**config.mk**
```make
export PLATFORM = sky130hd
export DESIGN_NAME = aoipr_regs
export DESIGN_NICKNAME = d
export VERILOG_FILES = /design/src/rtl/aoipr_pkg.sv /design/src/rtl/aoipr_pin_sync.sv /design/src/rtl/aoipr_regs.sv
export SDC_FILE = /design/constraint.sdc
export NUM_CORES = 1
export LEC_CHECK = 0
export ABC_CLOCK_PERIOD_IN_PS = 2380
export BUFFER_PORTS_ARGS = -buffer_cell sky130_fd_sc_hd__buf_2
export CORE_MARGIN = 1
export CORE_UTILIZATION = 48
export CTS_BUF_LIST = sky130_fd_sc_hd__clkbuf_8 sky130_fd_sc_hd__clkbuf_16
export CTS_CLUSTER_SIZE = 10
export DETAILED_ROUTE_END_ITERATION = 8
export PLACE_DENSITY_LB_ADDON = 0.3
export SLEW_MARGIN = 10
export SYNTH_ARGS = -nofsm -noshare
export SYNTH_HDL_FRONTEND = slang
export SYNTH_HIERARCHICAL = 1
export SYNTH_SLANG_ARGS = --single-unit
```
**constraint.sdc**
```tcl
create_clock -name sys_clk -period 2.38 [get_ports sys_clk]
set_input_delay 0.476 -clock sys_clk [delete_from_list [all_inputs] [get_ports sys_clk]]
set_output_delay 0.476 -clock sys_clk [all_outputs]
set_load 0.05 [all_outputs]
```
**src/rtl/aoipr_pkg.sv**
```systemverilog
// Functional notes
// [RULE_01] Bit-mapping field 7-5: 001 two-lane 18/14, 010 two-lane 16, 011 one, 100 half.
// [RULE_02] A written bit-mapping value takes effect only on a fuse-load command.
// [RULE_03] Host writes interface config and fuse load first; fuse load clears other settings.
// [RULE_04] Fuse default mapping applies after reset; field reads 000 until written.
// [RULE_05] Override enable bit 3 gates lane-mode field 2-0 over the fuse default.
// [RULE_06] Lane-mode field: 011 two-lane, 100 one-lane, 101 half-lane; others unused.
// [RULE_07] Fuse default lane mode loads after reset; field reads 000 until written.
// [RULE_08] Power-down bit 5 turns off the sampling clock buffer; resets to 0.
// [RULE_09] Power-down bit 4 turns off the reference gain amplifier; resets to 0.
// [RULE_10] Power-down bit 2 turns off converter channel A.
// [RULE_11] Power-down bit 1 turns off converter channel B; resets to 0.
// [RULE_12] Power-down bit 0 is global sleep; mask register picks what turns off.
// [RULE_13] Output power-down: bit 5 frame clock, bit 4 bit clock, bits 3-0 lanes.
// [RULE_14] A 1 in an output power-down bit turns that output buffer off.
// [RULE_15] Fewer lanes never powers down unused lane buffers by itself.
// [RULE_16] Global sleep: clock buffer, amp off unless masked; bandgap off only if masked.
// [RULE_17] Software writes zero to all reserved bits of these registers.
package aoipr_pkg;

    // ********************************
    // SPI frame
    // ********************************
    localparam int ADDR_W      = 12;
    localparam int FRAME_BITS  = 24;
    localparam int HDR_BITS    = 16;
    localparam int HDR_RD_POS  = 15;

    // ********************************
    // Register map
    // ********************************
    localparam logic [11:0] ADDR_IF_CFG   = 12'h007;
    localparam logic [11:0] ADDR_CORE_PDN = 12'h008;
    localparam logic [11:0] ADDR_OUT_PDN  = 12'h009;
    localparam logic [11:0] ADDR_PDN_MASK = 12'h00d;
    localparam logic [11:0] ADDR_FUSE_LD  = 12'h013;

    localparam logic [7:0] RST_IF_CFG   = 8'h00;
    localparam logic [7:0] RST_CORE_PDN = 8'h00;
    localparam logic [7:0] RST_OUT_PDN  = 8'h00;
    localparam logic [7:0] RST_PDN_MASK = 8'h00;

    // Implemented bits; reserved ones are not stored and read 0
    localparam logic [7:0] MSK_IF_CFG   = 8'hef;
    localparam logic [7:0] MSK_CORE_PDN = 8'h37;
    localparam logic [7:0] MSK_OUT_PDN  = 8'h3f;
    localparam logic [7:0] MSK_PDN_MASK = 8'h0e;

    // Field positions
    localparam int POS_MAP_LSB   = 5;
    localparam int POS_OVR_EN    = 3;
    localparam int POS_LANE_LSB  = 0;
    localparam int POS_CLKBUF    = 5;
    localparam int POS_REFAMP    = 4;
    localparam int POS_CHAN_A    = 2;
    localparam int POS_CHAN_B    = 1;
    localparam int POS_GLOBAL    = 0;
    localparam int POS_FRAME_CLK = 5;
    localparam int POS_BIT_CLK   = 4;
    localparam int POS_A_LANE1   = 3;
    localparam int POS_A_LANE0   = 2;
    localparam int POS_B_LANE1   = 1;
    localparam int POS_B_LANE0   = 0;
    localparam int POS_KEEP_CLK  = 3;
    localparam int POS_KEEP_AMP  = 2;
    localparam int POS_BG_SLEEP  = 1;
    localparam int POS_FUSE_LD   = 0;

    // ********************************
    // Field encodings
    // ********************************
    localparam logic [2:0] MAP_CODE_2L_18 = 3'h1;
    localparam logic [2:0] MAP_CODE_2L_16 = 3'h2;
    localparam logic [2:0] MAP_CODE_1L    = 3'h3;
    localparam logic [2:0] MAP_CODE_HALF  = 3'h4;
    localparam logic [2:0] LANE_CODE_2L   = 3'h3;
    localparam logic [2:0] LANE_CODE_1L   = 3'h4;
    localparam logic [2:0] LANE_CODE_HALF = 3'h5;

    typedef enum logic [2:0] {
        MAP_UNUSED,
        MAP_TWO_LANE_18_14,
        MAP_TWO_LANE_16,
        MAP_ONE_LANE,
        MAP_HALF_LANE
    } aoipr_map_t;

    typedef enum logic [1:0] {
        LANE_UNUSED,
        LANE_TWO,
        LANE_ONE,
        LANE_HALF
    } aoipr_lane_t;

    typedef struct packed {
        logic sclk;
        logic sen_n;
        logic sdi;
    } aoipr_spi_t;

    typedef struct packed {
        logic clock_buffer_off;
        logic reference_amp_off;
        logic bandgap_off;
        logic channel_a_off;
        logic channel_b_off;
        logic frame_clock_buffer_off;
        logic bit_clock_buffer_off;
        logic chan_a_lane1_off;
        logic chan_a_lane0_off;
        logic chan_b_lane1_off;
        logic chan_b_lane0_off;
    } aoipr_pwr_t;

endpackage

```
**src/rtl/aoipr_pin_sync.sv**
```systemverilog
`timescale 1ns/10ps
`default_nettype none
module aoipr_pin_sync #(
    parameter int           W       = 1,
    parameter logic [W-1:0] RST_VAL = '0
) (
    input  wire logic         sys_clk,
    input  wire logic         nrst,
    input  wire logic [W-1:0] pin_in,
    output logic      [W-1:0] pin_out
);

    logic [W-1:0] s1_r;
    logic [W-1:0] s2_r;
    logic [W-1:0] s3_r;
    logic [W-1:0] agree;

    // Only bits whose last two stages agree may move
    assign agree = ~(s2_r ^ s3_r);

    always_ff @(posedge sys_clk or negedge nrst) begin
        if (!nrst) begin
            // Start at the pins' idle levels so no false edge follows reset
            s1_r    <= RST_VAL;
            s2_r    <= RST_VAL;
            s3_r    <= RST_VAL;
            pin_out <= RST_VAL;
        end else begin
            s1_r    <= pin_in;
            s2_r    <= s1_r;
            s3_r    <= s2_r;
            pin_out <= (agree & s3_r) | (~agree & pin_out);
        end
    end

endmodule
`default_nettype wire

```
**src/rtl/aoipr_regs.sv**
```systemverilog
`timescale 1ns/10ps
`default_nettype none
module aoipr_regs (
    input  wire logic                   sys_clk,
    input  wire logic                   nrst,
    input  wire aoipr_pkg::aoipr_spi_t  spi_in,
    output logic                        sdout,
    output logic                        sdout_oe,
    input  wire logic [2:0]             fuse_bit_mapping,
    input  wire logic [2:0]             fuse_lane_mode,
    output aoipr_pkg::aoipr_map_t       output_bit_mapping,
    output aoipr_pkg::aoipr_lane_t      lane_mode,
    output aoipr_pkg::aoipr_pwr_t       pwr
);
    import aoipr_pkg::*;

    // ********************************
    // Pin synchronisers
    // ********************************
    aoipr_spi_t spi_q;
    logic       sclk_d_r;
    logic       sclk_rise;
    logic       sclk_fall;
    logic       frame_on;

    // Select idles high, clock and data low
    aoipr_pin_sync #(.W(3), .RST_VAL(3'h2)) u_sync (
        .sys_clk (sys_clk),
        .nrst    (nrst),
        .pin_in  (spi_in),
        .pin_out (spi_q)
    );

    assign frame_on  = ~spi_q.sen_n;
    assign sclk_rise = frame_on & spi_q.sclk & ~sclk_d_r;
    assign sclk_fall = frame_on & ~spi_q.sclk & sclk_d_r;

    // ********************************
    // SPI shifter
    // ********************************
    logic [4:0]        bit_cnt_r;
    logic [22:0]       shift_r;
    logic [15:0]       hdr_r;
    logic [7:0]        out_shift_r;
    logic              rd_phase_r;
    logic [15:0]       hdr_now;
    logic              hdr_done;
    logic              last_bit;
    logic              wr_en;
    logic [ADDR_W-1:0] wr_addr;
    logic [7:0]        wr_data;
    logic [7:0]        rd_data;

    assign hdr_now  = {shift_r[14:0], spi_q.sdi};
    assign hdr_done = sclk_rise && (bit_cnt_r == 5'(HDR_BITS - 1));
    assign last_bit = sclk_rise && (bit_cnt_r == 5'(FRAME_BITS - 1));
    assign wr_en    = last_bit & ~hdr_r[HDR_RD_POS];
    assign wr_addr  = hdr_r[ADDR_W-1:0];
    assign wr_data  = {shift_r[6:0], spi_q.sdi};

    always_ff @(posedge sys_clk or negedge nrst) begin
        if (!nrst) begin
            sclk_d_r <= 1'b0;
            bit_cnt_r <= '0;
            shift_r <= '0;
            hdr_r <= '0;
        end else begin
            sclk_d_r <= spi_q.sclk;
            if (!frame_on) begin
                bit_cnt_r <= '0;
            end else if (sclk_rise) begin
                shift_r <= {shift_r[21:0], spi_q.sdi};
                bit_cnt_r <= last_bit ? '0 : bit_cnt_r + 5'h01;
                if (hdr_done) begin
                    hdr_r <= hdr_now;
                end
            end
        end
    end

    // Read data leaves on falling edges so the host samples it on rising ones
    always_ff @(posedge sys_clk or negedge nrst) begin
        if (!nrst) begin
            out_shift_r <= '0;
            rd_phase_r <= 1'b0;
            sdout <= 1'b0;
        end else begin
            if (!frame_on || last_bit) begin
                rd_phase_r <= 1'b0;
            end else if (hdr_done) begin
                rd_phase_r <= hdr_now[HDR_RD_POS];
                out_shift_r <= rd_data;
            end else if (sclk_fall && rd_phase_r) begin
                sdout <= out_shift_r[7];
                out_shift_r <= {out_shift_r[6:0], 1'b0};
            end
        end
    end

    assign sdout_oe = rd_phase_r;

    // ********************************
    // Register file
    // ********************************
    logic [7:0] if_cfg_r;
    logic [7:0] core_pdn_r;
    logic [7:0] out_pdn_r;
    logic [7:0] pdn_mask_r;
    logic       map_written_r;
    logic       fuse_seen_r;
    logic [2:0] fuse_map_r;
    logic [2:0] fuse_lane_r;
    logic [2:0] eff_map_r;
    logic       wr_if;
    logic       wr_core;
    logic       wr_out;
    logic       wr_mask;
    logic       fuse_ld;
    logic [2:0] rd_addr_sel;
    logic [ADDR_W-1:0] rd_addr;

    assign wr_if   = wr_en && (wr_addr == ADDR_IF_CFG);
    assign wr_core = wr_en && (wr_addr == ADDR_CORE_PDN);
    assign wr_out  = wr_en && (wr_addr == ADDR_OUT_PDN);
    assign wr_mask = wr_en && (wr_addr == ADDR_PDN_MASK);
    assign fuse_ld = wr_en && (wr_addr == ADDR_FUSE_LD) && wr_data[POS_FUSE_LD]; // RULE_02

    always_ff @(posedge sys_clk or negedge nrst) begin
        if (!nrst) begin
            if_cfg_r <= RST_IF_CFG;
            map_written_r <= 1'b0;
        end else if (wr_if) begin
            // Reserved bits are dropped rather than stored
            if_cfg_r <= wr_data & MSK_IF_CFG; // RULE_17
            map_written_r <= 1'b1;
        end
    end

    // Fuse load restores the other settings, so the host must order it first
    always_ff @(posedge sys_clk or negedge nrst) begin
        if (!nrst) begin
            core_pdn_r <= RST_CORE_PDN;
            out_pdn_r <= RST_OUT_PDN;
            pdn_mask_r <= RST_PDN_MASK;
        end else if (fuse_ld) begin
            core_pdn_r <= RST_CORE_PDN; // RULE_03
            out_pdn_r <= RST_OUT_PDN;
            pdn_mask_r <= RST_PDN_MASK;
        end else begin
            if (wr_core) begin
                core_pdn_r <= wr_data & MSK_CORE_PDN; // RULE_17
            end
            if (wr_out) begin
                out_pdn_r <= wr_data & MSK_OUT_PDN; // RULE_13
            end
            if (wr_mask) begin
                pdn_mask_r <= wr_data & MSK_PDN_MASK;
            end
        end
    end

    // Fuse values are caught on the first edge after reset release
    always_ff @(posedge sys_clk or negedge nrst) begin
        if (!nrst) begin
            fuse_seen_r <= 1'b0;
            fuse_map_r <= '0;
            fuse_lane_r <= '0;
            eff_map_r <= '0;
        end else if (!fuse_seen_r) begin
            fuse_seen_r <= 1'b1;
            fuse_map_r <= fuse_bit_mapping;
            fuse_lane_r <= fuse_lane_mode; // RULE_07
            eff_map_r <= fuse_bit_mapping; // RULE_04
        end else if (fuse_ld) begin
            eff_map_r <= map_written_r ? if_cfg_r[POS_MAP_LSB +: 3] : fuse_map_r; // RULE_02
        end
    end

    // Readback shows stored bits only, so unwritten fields read 000
    assign rd_addr = hdr_now[ADDR_W-1:0];
    assign rd_addr_sel = (rd_addr == ADDR_IF_CFG)   ? 3'h1 :
                         (rd_addr == ADDR_CORE_PDN) ? 3'h2 :
                         (rd_addr == ADDR_OUT_PDN)  ? 3'h3 :
                         (rd_addr == ADDR_PDN_MASK) ? 3'h4 : 3'h0;
    assign rd_data = (rd_addr_sel == 3'h1) ? if_cfg_r :
                     (rd_addr_sel == 3'h2) ? core_pdn_r :
                     (rd_addr_sel == 3'h3) ? out_pdn_r :
                     (rd_addr_sel == 3'h4) ? pdn_mask_r : 8'h00;

    // ********************************
    // Mode decode
    // ********************************
    logic [2:0]  lane_code;
    aoipr_map_t  map_nxt;
    aoipr_lane_t lane_nxt;

    assign lane_code = if_cfg_r[POS_OVR_EN] ? if_cfg_r[POS_LANE_LSB +: 3] : fuse_lane_r; // RULE_05

    assign map_nxt = (eff_map_r == MAP_CODE_2L_18) ? MAP_TWO_LANE_18_14 : // RULE_01
                     (eff_map_r == MAP_CODE_2L_16) ? MAP_TWO_LANE_16 :
                     (eff_map_r == MAP_CODE_1L)    ? MAP_ONE_LANE :
                     (eff_map_r == MAP_CODE_HALF)  ? MAP_HALF_LANE : MAP_UNUSED;

    assign lane_nxt = (lane_code == LANE_CODE_2L)   ? LANE_TWO : // RULE_06
                      (lane_code == LANE_CODE_1L)   ? LANE_ONE :
                      (lane_code == LANE_CODE_HALF) ? LANE_HALF : LANE_UNUSED;

    // ********************************
    // Power controls
    // ********************************
    aoipr_pwr_t pwr_nxt;
    logic       glob;

    assign glob = core_pdn_r[POS_GLOBAL]; // RULE_12

    assign pwr_nxt.clock_buffer_off  = core_pdn_r[POS_CLKBUF] | (glob & ~pdn_mask_r[POS_KEEP_CLK]); // RULE_08 RULE_16
    assign pwr_nxt.reference_amp_off = core_pdn_r[POS_REFAMP] | (glob & ~pdn_mask_r[POS_KEEP_AMP]); // RULE_09 RULE_16
    assign pwr_nxt.bandgap_off       = glob & pdn_mask_r[POS_BG_SLEEP]; // RULE_16
    assign pwr_nxt.channel_a_off     = core_pdn_r[POS_CHAN_A] | glob; // RULE_10 RULE_12
    assign pwr_nxt.channel_b_off     = core_pdn_r[POS_CHAN_B] | glob; // RULE_11 RULE_12
    // Lane buffers follow software only; lane mode does not touch them
    assign pwr_nxt.frame_clock_buffer_off = out_pdn_r[POS_FRAME_CLK]; // RULE_14
    assign pwr_nxt.bit_clock_buffer_off   = out_pdn_r[POS_BIT_CLK]; // RULE_14
    assign pwr_nxt.chan_a_lane1_off       = out_pdn_r[POS_A_LANE1]; // RULE_15
    assign pwr_nxt.chan_a_lane0_off       = out_pdn_r[POS_A_LANE0]; // RULE_14
    assign pwr_nxt.chan_b_lane1_off       = out_pdn_r[POS_B_LANE1]; // RULE_15
    assign pwr_nxt.chan_b_lane0_off       = out_pdn_r[POS_B_LANE0]; // RULE_15

    always_ff @(posedge sys_clk or negedge nrst) begin
        if (!nrst) begin
            output_bit_mapping <= MAP_UNUSED;
            lane_mode <= LANE_UNUSED;
            pwr <= '0;
        end else begin
            output_bit_mapping <= map_nxt;
            lane_mode <= lane_nxt;
            pwr <= pwr_nxt;
        end
    end

endmodule
`default_nettype wire

```
==> flow_summary.html, run 1 <==
<table>
<tr><th>Metric</th><th>Value</th></tr>
<tr><th colspan="2">Route</th></tr>
<tr><td>Via density per instance</td><td>5.72</td></tr>
<tr><td>DR DRC count</td><td>7</td></tr>
<tr><td>Antenna Violating Nets Remaining</td><td>0</td></tr>
<tr><td>Initial detailed-routing violation count</td><td>150</td></tr>
<tr><td>Total Wirelength</td><td>8580 um</td></tr>
<tr><td>Detailed-routing iteration count for the pre-antenna-repair pass</td><td>6</td></tr>
<tr><td>Routed wirelength normalized by instance count</td><td>16.1 um</td></tr>
<tr><td>Vias</td><td>3042</td></tr>
<tr><th colspan="2">Yosys</th></tr>
<tr><td>Number of instances in the synthesized netlist</td><td>387</td></tr>
<tr><td>Most instantiated flip-flop cell in the synthesis netlist</td><td>dfrtp_1</td></tr>
<tr><td>Yosys warning total</td><td>6</td></tr>
<tr><td>Count of flip-flops with a built-in enable after synthesis</td><td>0</td></tr>
<tr><td>Number of distinct library cells after synthesis</td><td>53</td></tr>
<tr><td>Number of nets in the synthesized netlist</td><td>400</td></tr>
<tr><td>Area of the mapped netlist</td><td>0.00441 mm2</td></tr>
<tr><td>Share of the yosys chip area belonging to registers</td><td>59.1%</td></tr>
<tr><td>Avg Cell Area, Syn</td><td>11.4 um2</td></tr>
<tr><td>Yosys reg bits</td><td>104</td></tr>
<tr><td>Async SR Flop Fraction</td><td>100%</td></tr>
<tr><th colspan="2">Clocking</th></tr>
<tr><td>Clock-pin slew of the registers on the worst-case setup and hold paths</td><td>0.09 ns</td></tr>
<tr><td>TritonCTS sink count</td><td>104</td></tr>
<tr><td>CTS tree</td><td>done</td></tr>
<tr><td>Num CTS Buffers</td><td>9</td></tr>
<tr><td>Maximum number of buffers from clock root to sink</td><td>2</td></tr>
<tr><td>Skew-Pair Late Insertion Delay</td><td>0.37 ns</td></tr>
<tr><td>Count of H-tree levels built during CTS</td><td>3</td></tr>
<tr><td>CTS Hold Bufs</td><td>0</td></tr>
<tr><td>Clock root cell</td><td>clkbuf_8</td></tr>
<tr><th colspan="2">Status</th></tr>
<tr><td>Status</td><td>complete, but fails checks</td></tr>
<tr><td>Violations in the final reports</td><td>DRC</td></tr>
<tr><th colspan="2">STA</th></tr>
<tr><td>Share of the clock period used by the worst path</td><td>93.5%</td></tr>
<tr><td>Period minus WS final</td><td>2.23 ns</td></tr>
<tr><td>Transition at the pin with the smallest max-transition slack</td><td>0.668 ns</td></tr>
<tr><td>Max-slew headroom</td><td>55.1%</td></tr>
<tr><td>Setup TNS</td><td>0 ns</td></tr>
<tr><td>Final slew viol count</td><td>0</td></tr>
<tr><td>Crit path setup slack, layout</td><td>0.155 ns</td></tr>
<tr><td>Final setup violating endpoints</td><td>0</td></tr>
<tr><td>Setup clock skew after layout</td><td>0.00976 ns</td></tr>
<tr><td>Number of hold violations in the final report</td><td>0</td></tr>
<tr><td>Peak clock frequency supported by timing</td><td>449 MHz</td></tr>
<tr><td>RSZ-0062 raised after global routing</td><td>false</td></tr>
<tr><th colspan="2">Floorplan</th></tr>
<tr><td>Number of rows created at floorplan</td><td>34</td></tr>
<tr><td>Die X-Extent</td><td>97.8 um</td></tr>
<tr><td>Starting density of the core</td><td>50.1%</td></tr>
<tr><td>Core area</td><td>0.00881 mm2</td></tr>
<tr><td>Vert. Die Dim</td><td>97.8 um</td></tr>
<tr><td>Full die area</td><td>0.00957 mm2</td></tr>
<tr><td>I/O pin total</td><td>29</td></tr>
<tr><th colspan="2">GRT</th></tr>
<tr><td>Via count of the first global-routing pass</td><td>2965</td></tr>
<tr><td>Wire length of the first global-routing pass</td><td>14500 um</td></tr>
<tr><td>Global-route usage over all layers</td><td>19.4%</td></tr>
<tr><td>Met1 Track Usage GR</td><td>25.7%</td></tr>
<tr><td>GR met3 Demand/Resource</td><td>4.29%</td></tr>
<tr><td>Largest net degree at the start of global routing</td><td>45</td></tr>
<tr><td>Global routing met2 resource utilization</td><td>30.4%</td></tr>
<tr><td>Antenna violations before repair</td><td>0</td></tr>
<tr><td>Top Usage Layer GRT</td><td>met2</td></tr>
<tr><td>Aggregate global routing overflow</td><td>0</td></tr>
<tr><th colspan="2">Placement</th></tr>
<tr><td>Number of port buffers</td><td>28</td></tr>
<tr><td>Post-Place Worst Slack</td><td>0.118 ns</td></tr>
<tr><td>Final GP Congestion</td><td>0.834</td></tr>
<tr><td>Post-DP HPWL</td><td>5800 um</td></tr>
<tr><th colspan="2">Final layout</th></tr>
<tr><td>Share of cells above drive strength 1</td><td>24.3%</td></tr>
<tr><td>Synth-to-layout area growth</td><td>11.5%</td></tr>
<tr><td>Number of inserted diodes</td><td>0</td></tr>
<tr><td>Number of nets in the finished design</td><td>432</td></tr>
<tr><td>Commonest non-fill, non-tap cell in the layout</td><td>dfrtp_1</td></tr>
<tr><td>Most used cells in the layout excluding fill and tap cells</td><td>100 x dfrtp_1, 66 x nand2_1, 27 x mux2_2, 27 x buf_2, 23 x o21ai_0</td></tr>
<tr><th colspan="2">Setup path</th></tr>
<tr><td>Type of the worst setup path</td><td>reg2reg</td></tr>
<tr><td>Worst endpoint required time</td><td>2.64 ns</td></tr>
<tr><td>Worst Path Max Fanout</td><td>8</td></tr>
<tr><td>Category of the worst setup path capture point</td><td>register</td></tr>
<tr><td>Setup crit start kind</td><td>register</td></tr>
<tr><td>Logic depth of the worst register-to-register path</td><td>7</td></tr>
<tr><td>Data arrival time of the critical path</td><td>2.48 ns</td></tr>
<tr><td>Worst-case register-to-register setup slack</td><td>0.15 ns</td></tr>
<tr><th colspan="2">Power and ir drop</th></tr>
<tr><td>Static leakage</td><td>2.39 nW</td></tr>
<tr><td>Power density over the cells</td><td>707 mW/mm2</td></tr>
<tr><td>IR Drop Worst-Case VDD</td><td>351 uV</td></tr>
<tr><th colspan="2">Flow run</th></tr>
<tr><td>Reported max-cap violation count</td><td>0</td></tr>
<tr><th colspan="2">Hold path</th></tr>
<tr><td>Path category of the worst min-delay check</td><td>in2async</td></tr>
</table>
[state kept, by name (all words and copies together), names as in the netlist, 2 cells and up, named ones only]
register            count
out_pdn_r               6
fuse_map_r              3
u_sync/s3_r             3
out_shift_r             8
fuse_lane_r             3
u_sync/s1_r             3
bit_cnt_r               5
pdn_mask_r              3
u_sync/s2_r             3
output_bit_mapping      3
if_cfg_r                7
pwr                    11
core_pdn_r              5
eff_map_r               3
lane_mode               2
shift_r                15
hdr_r                  13
[where the power goes]
group / switching (mW) / internal [mW] / leakage, nW
Clock: 0.579 / 0.479 / 0.0978
Combinational: 0.286 / 0.167 / 0.905
Sequential: 0.109 / 1.86 / 1.39
[final timing paths]
| check | start | end |
|---|---|---|
| min in group sys_clk | spi_in[1] | u_sync/s1_r[1] |
| max reg2reg | bit_cnt_r[0] | out_shift_r[7] |
| min reg2reg | u_sync/s1_r[0] | u_sync/s2_r[0] |
| min | nrst | core_pdn_r[0] |
| max | bit_cnt_r[0] | out_shift_r[7] |
| max in group asynchronous | nrst | asynchronous set/reset pin |
[critical path, cell delays in order, from the launching register on]
cell,delay (ns)
dfrtp_1,0.40
ha_1,0.19
and3_1,0.17
ha_2,0.23
nand2_1,0.06
or3_1,0.40
a21oi_4,0.30
mux2_2,0.37
[cell families (layout without fill, tap and decap cells)]
kind of cell    after synthesis  in the layout  share of synthesized area (%)
other cells                   1              1                         0.0850
compound gates               64             64                           8.94
flops                       104            104                           59.1
buf+inv                      29             66                           2.81
xor+xnor                      3              3                          0.596
simple gates                145            145                           18.0
fa+ha+maj                     5              5                           1.33
mux                          36             36                           9.14
[cell usage after synthesis (all sizes together) (3+ instances only)]
master / number / area, um2
a21oi: 23 / 126
a221oi: 5 / 43.8
buf: 7 / 41.3
clkbuf: 14 / 52.6
dfrtp: 100 / 2500
dfstp: 4 / 105
inv: 8 / 30.0
maj3: 3 / 33.8
mux2: 34 / 383
nand2: 66 / 248
nand2b: 6 / 37.5
nand3: 16 / 80.1
nand3b: 3 / 22.5
nand4: 4 / 25.0
nor2: 7 / 26.3
nor2b: 4 / 25.0
nor3: 5 / 36.3
nor3b: 6 / 56.3
nor4: 3 / 31.3
o21ai: 23 / 115
o41ai: 3 / 26.3
or2: 3 / 18.8
or3: 5 / 36.3
or4: 3 / 30.0
xor2: 3 / 26.3
[stage by stage]
step / std cells / hold WS [ns] / cell area [um2] / total power, mW / util [%]
2_1_floorplan: 387 / 0.180 / 4410 / 2.25 / -
3_3_place_gp: 514 / 0.334 / 4700 / 2.43 / 53.3
3_5_place_dp: 514 / 0.335 / 4700 / 2.44 / 53.3
4_1_cts: 530 / 0.0889 / 4890 / 3.51 / 55.5
5_1_grt: 532 / 0.118 / 4920 / 3.63 / 55.9
6_report: 532 / 0.0855 / 4920 / 3.48 / 55.9
[layout make-up]
class / instances / area, um2
sequential: 104 / 2610
clock buffer: 9 / 124
timing repair buffer: 42 / 260
inverter: 8 / 30.0
multi-input combinational: 254 / 1700
clock inverter: 7 / 66.3
fill: 739 / 3890
tap: 108 / 135
[metal layers]
layer	up-vias	part of all wire, %
met5	-	0
met3	21	4.5
met2	81	47
li1	1423	-
met4	0	3.0
met1	1517	45
[timing repair]
| action | CTS | global route |
|---|---|---|
| gates resized for setup | 0 | 3 |
| setup buffers | 0 | 2 |
| setup endpoints to repair | 0 | 7 |
No activity file was read; power rests on OpenSTA's default activity.
==> run 2, diff against run 1 <==
--- a/config.mk
+++ b/config.mk
@@ -12,9 +12,9 @@
 export CTS_BUF_LIST = sky130_fd_sc_hd__clkbuf_8 sky130_fd_sc_hd__clkbuf_16
 export CTS_CLUSTER_SIZE = 10
 export DETAILED_ROUTE_END_ITERATION = 8
+export MAX_ROUTING_LAYER = met4
 export PLACE_DENSITY_LB_ADDON = 0.3
 export SLEW_MARGIN = 10
 export SYNTH_ARGS = -nofsm -noshare
 export SYNTH_HDL_FRONTEND = slang
-export SYNTH_HIERARCHICAL = 1
 export SYNTH_SLANG_ARGS = --single-unit
==> run 2 against run 1 <==
  * The run still ends with DRC left
  * Sequential share of layout area shrank 1.2 points
  * Cell count shrank 2.6%
  * Power grew 3.2%
  * Critical path depth grew 1
  * Wire length up 1.4%
  * Worst setup slack worse by 0.053 ns
  * Die area fell by 0.17%
  * Non-clock buffer count rose by 11
  * Clock skew fell by 0.0017 ns
==> flow_summary.html, run 2 <==
<table>
<tr><th>Metric</th><th>Value</th></tr>
<tr><th colspan="2">Yosys</th></tr>
<tr><td>Main combinational cell family by area after synthesis</td><td>simple AND/OR/NAND/NOR gates</td></tr>
<tr><td>Most instantiated flip-flop cell in the synthesis netlist</td><td>dfrtp_1</td></tr>
<tr><td>Adder and majority gate portion of the synthesized area</td><td>1.25% (-0.083 points)</td></tr>
<tr><td>Share of the yosys chip area belonging to registers</td><td>59.2% (+0.10 points)</td></tr>
<tr><td>Number of instances in the synthesized netlist</td><td>358 (-7.5%)</td></tr>
<tr><td>Post-synthesis share of cell area spent on xor and xnor gates</td><td>0.597% (+0.0010 points)</td></tr>
<tr><td>Number of nets in the synthesized netlist</td><td>371 (-7.2%)</td></tr>
<tr><td>Post-synthesis cell type with the largest combined area</td><td>dfrtp_1</td></tr>
<tr><td>Mux contribution to synthesized area</td><td>12.8% (+3.7 points)</td></tr>
<tr><td>Async SR Flop Fraction</td><td>100% (unchanged)</td></tr>
<tr><td>Avg Cell Area, Syn</td><td>12.3 um2 (+7.9%)</td></tr>
<tr><td>Top post-synthesis cells by count</td><td>100 x dfrtp_1, 39 x mux2_2, 23 x a21oi_1</td></tr>
<tr><td>Area of the mapped netlist</td><td>0.00440 mm2 (-0.17%)</td></tr>
<tr><td>Count of flip-flops with a built-in enable after synthesis</td><td>0 (unchanged)</td></tr>
<tr><td>Top cell type's share of synthesized area</td><td>56.9% (+0.097 points)</td></tr>
<tr><td>Number of distinct library cells after synthesis</td><td>53 (unchanged)</td></tr>
<tr><td>Most common cell in the netlist</td><td>dfrtp_1</td></tr>
<tr><td>Yosys warning total</td><td>0 (-6)</td></tr>
<tr><td>Fraction of the mapped netlist area in compound gates</td><td>9.52% (+0.58 points)</td></tr>
<tr><td>Yosys reg bits</td><td>104 (unchanged)</td></tr>
<tr><td>Top cells by area in the synthesized netlist</td><td>dfrtp_1 57%, mux2_2 10%, a21oi_1 2.6%</td></tr>
<tr><td>Post-synthesis simple-gate area fraction</td><td>14.2% (-3.7 points)</td></tr>
<tr><th colspan="2">Route</th></tr>
<tr><td>Routed wirelength normalized by instance count</td><td>16.8 um (+4.1%)</td></tr>
<tr><td>DR DRC count</td><td>7 (unchanged)</td></tr>
<tr><td>Antenna Violating Nets Remaining</td><td>0 (unchanged)</td></tr>
<tr><td>Via density per instance</td><td>5.65 (-1.2%)</td></tr>
<tr><td>Detailed-routing iteration count for the pre-antenna-repair pass</td><td>6 (unchanged)</td></tr>
<tr><td>Initial detailed-routing violation count</td><td>153 (+2.0%)</td></tr>
<tr><td>Total Wirelength</td><td>8700 um (+1.4%)</td></tr>
<tr><td>Vias</td><td>2926 (-3.8%)</td></tr>
<tr><th colspan="2">Floorplan</th></tr>
<tr><td>Vert. Die Dim</td><td>97.8 um (about the same)</td></tr>
<tr><td>Core area</td><td>0.00881 mm2 (unchanged)</td></tr>
<tr><td>Full die area</td><td>0.00956 mm2 (-0.17%)</td></tr>
<tr><td>Starting density of the core</td><td>50.0% (-0.085 points)</td></tr>
<tr><td>Die X-Extent</td><td>97.8 um (about the same)</td></tr>
<tr><td>I/O pin total</td><td>29 (unchanged)</td></tr>
<tr><td>Number of rows created at floorplan</td><td>34 (unchanged)</td></tr>
<tr><th colspan="2">Setup path</th></tr>
<tr><td>Top Family by Delay on Critical Path</td><td>simple AND/OR/NAND/NOR gates</td></tr>
<tr><td>Worst r2r dst</td><td>out_shift_r[1]</td></tr>
<tr><td>Cell with the largest stage delay on the worst path</td><td>or4bb_4</td></tr>
<tr><td>Data arrival time of the critical path</td><td>2.57 ns (+0.09 ns)</td></tr>
<tr><td>Worst-case register-to-register setup slack</td><td>0.10 ns (-0.05 ns)</td></tr>
<tr><td>Number of stages on the worst setup path</td><td>8 (+1)</td></tr>
<tr><td>Worst endpoint required time</td><td>2.68 ns (+0.04 ns)</td></tr>
<tr><td>Category of the worst setup path capture point</td><td>register</td></tr>
<tr><td>Reg2reg start</td><td>bit_cnt_r[1]</td></tr>
<tr><td>Crit path largest cell delay</td><td>0.52 ns (+0.12 ns)</td></tr>
<tr><td>Logic depth of the worst register-to-register path</td><td>8 (+1)</td></tr>
<tr><td>CP Cell Sequence</td><td>ha_2, and3_1, ha_1, or4bb_4, nor4_2, buf_4, and2_1, o32a_1</td></tr>
<tr><td>Setup crit start kind</td><td>register</td></tr>
<tr><td>Type of the worst setup path</td><td>reg2reg</td></tr>
<tr><td>Worst path buffer plus inverter count</td><td>1 (+1)</td></tr>
<tr><td>Worst Path Max Fanout</td><td>6 (-2)</td></tr>
<tr><th colspan="2">Final layout</th></tr>
<tr><td>Synth-to-layout area growth</td><td>14.4%</td></tr>
<tr><td>Sequential cell area</td><td>0.00261 mm2 (unchanged)</td></tr>
<tr><td>Number of nets in the finished design</td><td>418 (-3.2%)</td></tr>
<tr><td>Multi-input gate area in the final layout</td><td>0.00173 mm2 (+2.1%)</td></tr>
<tr><td>Final Util</td><td>57.2% (+1.3 points)</td></tr>
<tr><td>Top reg by flops</td><td>shift_r</td></tr>
<tr><td>Most used cells in the layout excluding fill and tap cells</td><td>100 x dfrtp_1, 39 x mux2_2, 27 x buf_2</td></tr>
<tr><td>Max reg flops</td><td>15 (unchanged)</td></tr>
<tr><td>Share of cells above drive strength 1</td><td>31.5% (+7.2 points)</td></tr>
<tr><td>Filler cell count in the final layout</td><td>730 (-1.2%)</td></tr>
<tr><td>Registers with the most flip-flops</td><td>shift_r x15, hdr_r x13, pwr x11</td></tr>
<tr><td>Number of inserted diodes</td><td>0 (unchanged)</td></tr>
<tr><td>Commonest non-fill, non-tap cell in the layout</td><td>dfrtp_1</td></tr>
<tr><th colspan="2">Clocking</th></tr>
<tr><td>CTS Hold Bufs</td><td>0 (unchanged)</td></tr>
<tr><td>Clock-pin slew of the registers on the worst-case setup and hold paths</td><td>0.09 ns (about the same)</td></tr>
<tr><td>TritonCTS sink count</td><td>104 (unchanged)</td></tr>
<tr><td>Num CTS Buffers</td><td>9 (unchanged)</td></tr>
<tr><td>Count of H-tree levels built during CTS</td><td>3 (unchanged)</td></tr>
<tr><td>Skew-Pair Late Insertion Delay</td><td>0.36 ns (about the same)</td></tr>
<tr><td>Maximum number of buffers from clock root to sink</td><td>2 (unchanged)</td></tr>
<tr><td>Clock root cell</td><td>clkbuf_8</td></tr>
<tr><td>CTS tree</td><td>done</td></tr>
<tr><th colspan="2">Placement</th></tr>
<tr><td>Final GP Congestion</td><td>0.850 (+1.9%)</td></tr>
<tr><td>Number of port buffers</td><td>28 (unchanged)</td></tr>
<tr><td>Post-DP HPWL</td><td>6090 um (+5.0%)</td></tr>
<tr><th colspan="2">Power and ir drop</th></tr>
<tr><td>Power density over the cells</td><td>714 mW/mm2 (+0.86%)</td></tr>
<tr><td>IR Drop Worst-Case VDD</td><td>421 uV (+20%)</td></tr>
<tr><td>Static leakage</td><td>2.39 nW (about the same)</td></tr>
<tr><th colspan="2">STA</th></tr>
<tr><td>Peak clock frequency supported by timing</td><td>439 MHz (-2.3%)</td></tr>
<tr><td>Setup clock skew after layout</td><td>0.00810 ns (-0.00166 ns)</td></tr>
<tr><td>Final setup violating endpoints</td><td>0 (unchanged)</td></tr>
<tr><td>Share of the clock period used by the worst path</td><td>95.7% (+2.2 points)</td></tr>
<tr><td>RSZ-0062 raised after global routing</td><td>true</td></tr>
<tr><td>Number of hold violations in the final report</td><td>0 (unchanged)</td></tr>
<tr><td>Final slew viol count</td><td>0 (unchanged)</td></tr>
<tr><td>Max-slew headroom</td><td>59.5% (+4.3 points)</td></tr>
<tr><td>Transition at the pin with the smallest max-transition slack</td><td>0.607 ns (-0.0614 ns)</td></tr>
<tr><td>Period minus WS final</td><td>2.28 ns (+0.0528 ns)</td></tr>
<tr><td>Setup TNS</td><td>0 ns (unchanged)</td></tr>
<tr><td>Worst hold margin</td><td>0.0546 ns (-0.0309 ns)</td></tr>
<tr><th colspan="2">GRT</th></tr>
<tr><td>Largest net degree at the start of global routing</td><td>44 (-2.2%)</td></tr>
<tr><td>Aggregate global routing overflow</td><td>0 (unchanged)</td></tr>
<tr><td>Wire length of the first global-routing pass</td><td>14900 um (+2.5%)</td></tr>
<tr><td>Antenna violations before repair</td><td>0 (unchanged)</td></tr>
<tr><td>Via count of the first global-routing pass</td><td>2969 (+0.13%)</td></tr>
<tr><td>Global-route usage over all layers</td><td>20.6% (+1.2 points)</td></tr>
<tr><th colspan="2">Flow run</th></tr>
<tr><td>Reported max-cap violation count</td><td>0 (unchanged)</td></tr>
<tr><th colspan="2">Status</th></tr>
<tr><td>Status</td><td>complete, but fails checks</td></tr>
<tr><td>Violations in the final reports</td><td>DRC</td></tr>
<tr><th colspan="2">Hold path</th></tr>
<tr><td>Path category of the worst min-delay check</td><td>in2async</td></tr>
</table>
-- run 2: changes by cell type in the layout (fill, tap and decap cells not counted), sizes merged, moves of 4 or more --
cell | previous run | this run
nand2 | 66 | 16
mux2 | 34 | 46
buf | 42 | 53
a221oi | 5 | 0
inv | 10 | 6
nand3 | 16 | 20
nor4 | 3 | 7
-- run 2: cell type report --
cell class,count,share of cell area (%)
clock inverters,7,1.44
flip-flops and latches,104,51.8
clock buffers,9,2.46
well taps,108,2.68
repair buffers,53,6.81
inverters,6,0.447
multi-input cells,231,34.4
-- run 2: layer usage --
metal / GRT usage [%] / wire length, um / vias to the layer above
met4: 5.59 / 110 / 0
met3: 4.58 / 334 / 10
met2: 30.8 / 4210 / 59
met5: - / 0 / -
li1: - / - / 1394
met1: 28.5 / 4040 / 1463
-- run 2: what timing repair did --
item	in CTS	in global routing
cloned	0	1
buffers inserted	0	3
pin swaps	0	1
setup endpoints to repair	8	7
resized for setup	2	2
-- run 2: report_power, final --
part	switching [mW]	internal [mW]
Sequential	0.175	1.89
Combinational	0.249	0.207
Clock	0.590	0.486
Total	1.01	2.58
-- run 2: kinds of logic (layout without fill, tap and decap cells) --
group           count (synthesis)  after routing
mux                            48             48
simple gates                  104            105
compound gates                 69             69
buf+inv                        24             75
flops                         104            104
other cells                     1              1
xor+xnor                        3              3
fa+ha+maj                       5              5
-- run 2: worst max path at each step --
stage | start | end | slack (ns)
3_3_place_gp | bit_cnt_r[1] | out_shift_r[5] | 0.03
2_1_floorplan | bit_cnt_r[0] | out_shift_r[5] | 0.007
6_report | bit_cnt_r[1] | out_shift_r[1] | 0.10
5_1_grt | bit_cnt_r[1] | out_shift_r[1] | -0.02
4_1_cts | bit_cnt_r[1] | out_shift_r[6] | 0.009
3_5_place_dp | bit_cnt_r[1] | out_shift_r[5] | -0.12
-- run 2: metrics by stage --
step	power [mW]	instances	setup slack [ns]	cell area [um2]
after CTS	3.61	514	0.00907	4990
after detailed placement	2.53	498	-0.116	4780
final	3.59	518	0.102	5030
after global placement	2.52	498	0.0329	4780
after global routing	3.76	518	-0.0176	5030
after floorplan	2.33	358	0.00662	4400
==> run 3, diff against run 2 <==
--- a/config.mk
+++ b/config.mk
@@ -13,7 +13,7 @@
 export CTS_CLUSTER_SIZE = 10
 export DETAILED_ROUTE_END_ITERATION = 8
 export MAX_ROUTING_LAYER = met4
-export PLACE_DENSITY_LB_ADDON = 0.3
+export PLACE_DENSITY = 0.76
 export SLEW_MARGIN = 10
 export SYNTH_ARGS = -nofsm -noshare
 export SYNTH_HDL_FRONTEND = slang
==> run 3 against run 2 <==
  * The flow still finishes with violations (DRC)
  * Critical path type unchanged
  * Power is 7.5% higher
  * Largest power group unchanged
  * Cell count is 0.77% lower
  * Count of clock-buffer cells in the layout unchanged
  * Fmax decreased by 0.39%
  * Non-clock buffer count fell by 3
  * Sequential cell count unchanged
  * Register-to-register slack barely moved
==> flow_summary.html, run 3 (same netlist as run 2, synthesis figures left out) <==
<table>
<tr><th>Metric</th><th>Value</th></tr>
<tr><th colspan="2">Clocking</th></tr>
<tr><td>TritonCTS sink count</td><td>104 (unchanged)</td></tr>
<tr><td>Maximum number of buffers from clock root to sink</td><td>2 (unchanged)</td></tr>
<tr><td>Clock root cell</td><td>clkbuf_8</td></tr>
<tr><td>CTS tree</td><td>done</td></tr>
<tr><td>Num CTS Buffers</td><td>9 (unchanged)</td></tr>
<tr><td>Clock-pin slew of the registers on the worst-case setup and hold paths</td><td>0.10 ns (about the same)</td></tr>
<tr><td>Count of H-tree levels built during CTS</td><td>3 (unchanged)</td></tr>
<tr><td>Skew-Pair Late Insertion Delay</td><td>0.37 ns (about the same)</td></tr>
<tr><th colspan="2">Route</th></tr>
<tr><td>Routed wirelength normalized by instance count</td><td>17.1 um (+1.8%)</td></tr>
<tr><td>Total Wirelength</td><td>8790 um (+1.0%)</td></tr>
<tr><td>Vias</td><td>2982 (+1.9%)</td></tr>
<tr><td>DR DRC count</td><td>6 (-1)</td></tr>
<tr><td>Via density per instance</td><td>5.80 (+2.7%)</td></tr>
<tr><td>Antenna Violating Nets Remaining</td><td>0 (unchanged)</td></tr>
<tr><td>Detailed-routing iteration count for the pre-antenna-repair pass</td><td>7 (+1)</td></tr>
<tr><td>Initial detailed-routing violation count</td><td>196 (+28%)</td></tr>
<tr><th colspan="2">Final layout</th></tr>
<tr><td>Share of cells above drive strength 1</td><td>30.5% (-0.92 points)</td></tr>
<tr><td>Max reg flops</td><td>15 (unchanged)</td></tr>
<tr><td>Number of nets in the finished design</td><td>414 (-0.96%)</td></tr>
<tr><td>Number of inserted diodes</td><td>0 (unchanged)</td></tr>
<tr><td>Commonest non-fill, non-tap cell in the layout</td><td>dfrtp_1</td></tr>
<tr><td>Synth-to-layout area growth</td><td>15.1%</td></tr>
<tr><td>Registers with the most flip-flops</td><td>shift_r x15, hdr_r x13, pwr x11</td></tr>
<tr><td>Most used cells in the layout excluding fill and tap cells</td><td>100 x dfrtp_1, 39 x mux2_2, 27 x buf_2</td></tr>
<tr><td>Top reg by flops</td><td>shift_r</td></tr>
<tr><td>Multi-input gate area in the final layout</td><td>0.00172 mm2 (-0.87%)</td></tr>
<tr><td>Final design area excluding fillers</td><td>0.00507 mm2 (+0.65%)</td></tr>
<tr><td>Final Util</td><td>57.5% (+0.37 points)</td></tr>
<tr><td>Sequential cell area</td><td>0.00261 mm2 (unchanged)</td></tr>
<tr><td>Filler cell count in the final layout</td><td>720 (-1.4%)</td></tr>
<tr><th colspan="2">Status</th></tr>
<tr><td>Violations in the final reports</td><td>DRC</td></tr>
<tr><td>Status</td><td>complete, but fails checks</td></tr>
<tr><th colspan="2">Setup path</th></tr>
<tr><td>Setup crit start kind</td><td>register</td></tr>
<tr><td>Top Family by Delay on Critical Path</td><td>simple AND/OR/NAND/NOR gates</td></tr>
<tr><td>Crit path top cell by count</td><td>ha_1</td></tr>
<tr><td>Worst-case register-to-register setup slack</td><td>0.09 ns (about the same)</td></tr>
<tr><td>Cell with the largest stage delay on the worst path</td><td>or4bb_4</td></tr>
<tr><td>Type of the worst setup path</td><td>reg2reg</td></tr>
<tr><td>Worst r2r dst</td><td>out_shift_r[2]</td></tr>
<tr><td>Data arrival time of the critical path</td><td>2.60 ns (+0.03 ns)</td></tr>
<tr><td>Worst endpoint required time</td><td>2.70 ns (+0.02 ns)</td></tr>
<tr><td>Logic depth of the worst register-to-register path</td><td>8 (unchanged)</td></tr>
<tr><td>Worst Path Max Fanout</td><td>6 (unchanged)</td></tr>
<tr><td>Category of the worst setup path capture point</td><td>register</td></tr>
<tr><td>Crit path largest cell delay</td><td>0.60 ns (+0.08 ns)</td></tr>
<tr><td>Reg2reg start</td><td>bit_cnt_r[1]</td></tr>
<tr><td>Worst path buffer plus inverter count</td><td>1 (unchanged)</td></tr>
<tr><td>CP Cell Sequence</td><td>ha_1, and3_1, ha_1, or4bb_4, nor4_2, buf_4, and2_1, o32a_1</td></tr>
<tr><th colspan="2">STA</th></tr>
<tr><td>Peak clock frequency supported by timing</td><td>437 MHz (-0.39%)</td></tr>
<tr><td>Period minus WS final</td><td>2.29 ns (+0.00881 ns)</td></tr>
<tr><td>Final setup violating endpoints</td><td>0 (unchanged)</td></tr>
<tr><td>Transition at the pin with the smallest max-transition slack</td><td>0.625 ns (+0.0190 ns)</td></tr>
<tr><td>Setup clock skew after layout</td><td>0.0121 ns (+0.00401 ns)</td></tr>
<tr><td>Share of the clock period used by the worst path</td><td>96.1% (+0.37 points)</td></tr>
<tr><td>Setup TNS</td><td>0 ns (unchanged)</td></tr>
<tr><td>Number of hold violations in the final report</td><td>0 (unchanged)</td></tr>
<tr><td>Max-slew headroom</td><td>58.1% (-1.4 points)</td></tr>
<tr><td>Final slew viol count</td><td>0 (unchanged)</td></tr>
<tr><td>RSZ-0062 raised after global routing</td><td>false</td></tr>
<tr><th colspan="2">Power and ir drop</th></tr>
<tr><td>IR Drop Worst-Case VDD</td><td>443 uV (+5.1%)</td></tr>
<tr><td>Power density over the cells</td><td>762 mW/mm2 (+6.8%)</td></tr>
<tr><td>Static leakage</td><td>2.41 nW (+0.88%)</td></tr>
<tr><th colspan="2">Floorplan</th></tr>
<tr><td>Vert. Die Dim</td><td>97.8 um (unchanged)</td></tr>
<tr><td>Die X-Extent</td><td>97.8 um (unchanged)</td></tr>
<tr><td>Starting density of the core</td><td>50.0% (unchanged)</td></tr>
<tr><td>I/O pin total</td><td>29 (unchanged)</td></tr>
<tr><td>Number of rows created at floorplan</td><td>34 (unchanged)</td></tr>
<tr><td>Full die area</td><td>0.00956 mm2 (unchanged)</td></tr>
<tr><td>Core area</td><td>0.00881 mm2 (unchanged)</td></tr>
<tr><th colspan="2">Hold path</th></tr>
<tr><td>Path category of the worst min-delay check</td><td>in2async</td></tr>
<tr><th colspan="2">GRT</th></tr>
<tr><td>Antenna violations before repair</td><td>0 (unchanged)</td></tr>
<tr><td>Wire length of the first global-routing pass</td><td>15000 um (+0.46%)</td></tr>
<tr><td>Aggregate global routing overflow</td><td>0 (unchanged)</td></tr>
<tr><td>Global-route usage over all layers</td><td>20.9% (+0.29 points)</td></tr>
<tr><td>Largest net degree at the start of global routing</td><td>38 (-14%)</td></tr>
<tr><td>Via count of the first global-routing pass</td><td>3035 (+2.2%)</td></tr>
<tr><th colspan="2">Placement</th></tr>
<tr><td>Number of port buffers</td><td>28 (unchanged)</td></tr>
<tr><td>Post-DP HPWL</td><td>6100 um (about the same)</td></tr>
<tr><td>Post-Place Cell Area</td><td>0.00478 mm2 (about the same)</td></tr>
<tr><td>Final GP Congestion</td><td>0.931 (+9.5%)</td></tr>
<tr><th colspan="2">Flow run</th></tr>
<tr><td>Reported max-cap violation count</td><td>0 (unchanged)</td></tr>
</table>
-- run 3: cell count changes in the layout (fill, tap and decap cells not counted), sizes merged --
cell / before / now
bufinv: 1 / 3
clkinv: 4 / 1
buf: 53 / 50
clkinvlp: 2 / 1
or4bb: 2 / 1
inv: 6 / 8
-- run 3: layer usage --
metal,GRT usage [%],routed length (um)
met1,27.5,3890
met2,32.6,4310
met3,4.37,480
met4,6.64,104
met5,-,0
-- run 3: where the power goes --
part	internal [mW]	total, mW	switching [mW]	leakage, nW
sequential	1.89	2.08	0.192	1.38
combinational	0.209	0.448	0.239	0.911
clock	0.711	1.34	0.627	0.122
total	2.80	3.86	1.06	2.41
-- run 3: worst max-delay path by stage --
stage                      to  depth (start not counted)  slack [ns]    startpoint
3_5_place_dp   out_shift_r[2]                          8        0.01  bit_cnt_r[0]
3_3_place_gp   out_shift_r[1]                          8        0.08  bit_cnt_r[0]
4_1_cts        out_shift_r[2]                          8        0.02  bit_cnt_r[0]
6_report       out_shift_r[2]                          8        0.09  bit_cnt_r[1]
2_1_floorplan  out_shift_r[5]                          8       0.007  bit_cnt_r[0]
5_1_grt        out_shift_r[2]                          8        0.02  bit_cnt_r[0]
-- run 3: worst register-to-register path: cells and delay by family, from the launching register on --
| kind | cells | cell delay (ns) |
|---|---|---|
| compound gates | 1 | 0.15 |
| flops | 1 | 0.38 |
| fa+ha+maj | 2 | 0.33 |
| simple gates | 4 | 1.21 |
| buf+inv | 1 | 0.17 |
-- run 3: final cells by class --
class / instances / area share, %
Timing Repair Buffer: 50 / 6.64
Multi-Input combinational cell: 230 / 33.9
Clock inverter: 7 / 2.49
Inverter: 6 / 0.444
Sequential cell: 104 / 51.5
Clock buffer: 9 / 2.44
Tap cell: 108 / 2.67
-- run 3: timing repair --
action / in CTS / in global routing
setup buffers: 0 / 2
gates resized for setup: 1 / 3
pin swaps: 0 / 0
setup endpoints to repair: 4 / 7
hold buffers: 0 / 0
-- run 3: metrics by stage --
| step | hold WS (ns) | total power, mW | setup slack, ns | cells |
|---|---|---|---|---|
| floorplan | 0.180 | 2.33 | 0.00662 | 358 |
| global placement | 0.332 | 2.52 | 0.0798 | 496 |
| detailed placement | 0.336 | 2.54 | 0.0144 | 496 |
| CTS | 0.0619 | 3.87 | 0.0222 | 512 |
| global route | 0.0716 | 4.02 | 0.0201 | 514 |
| finish | 0.0543 | 3.86 | 0.0929 | 514 |
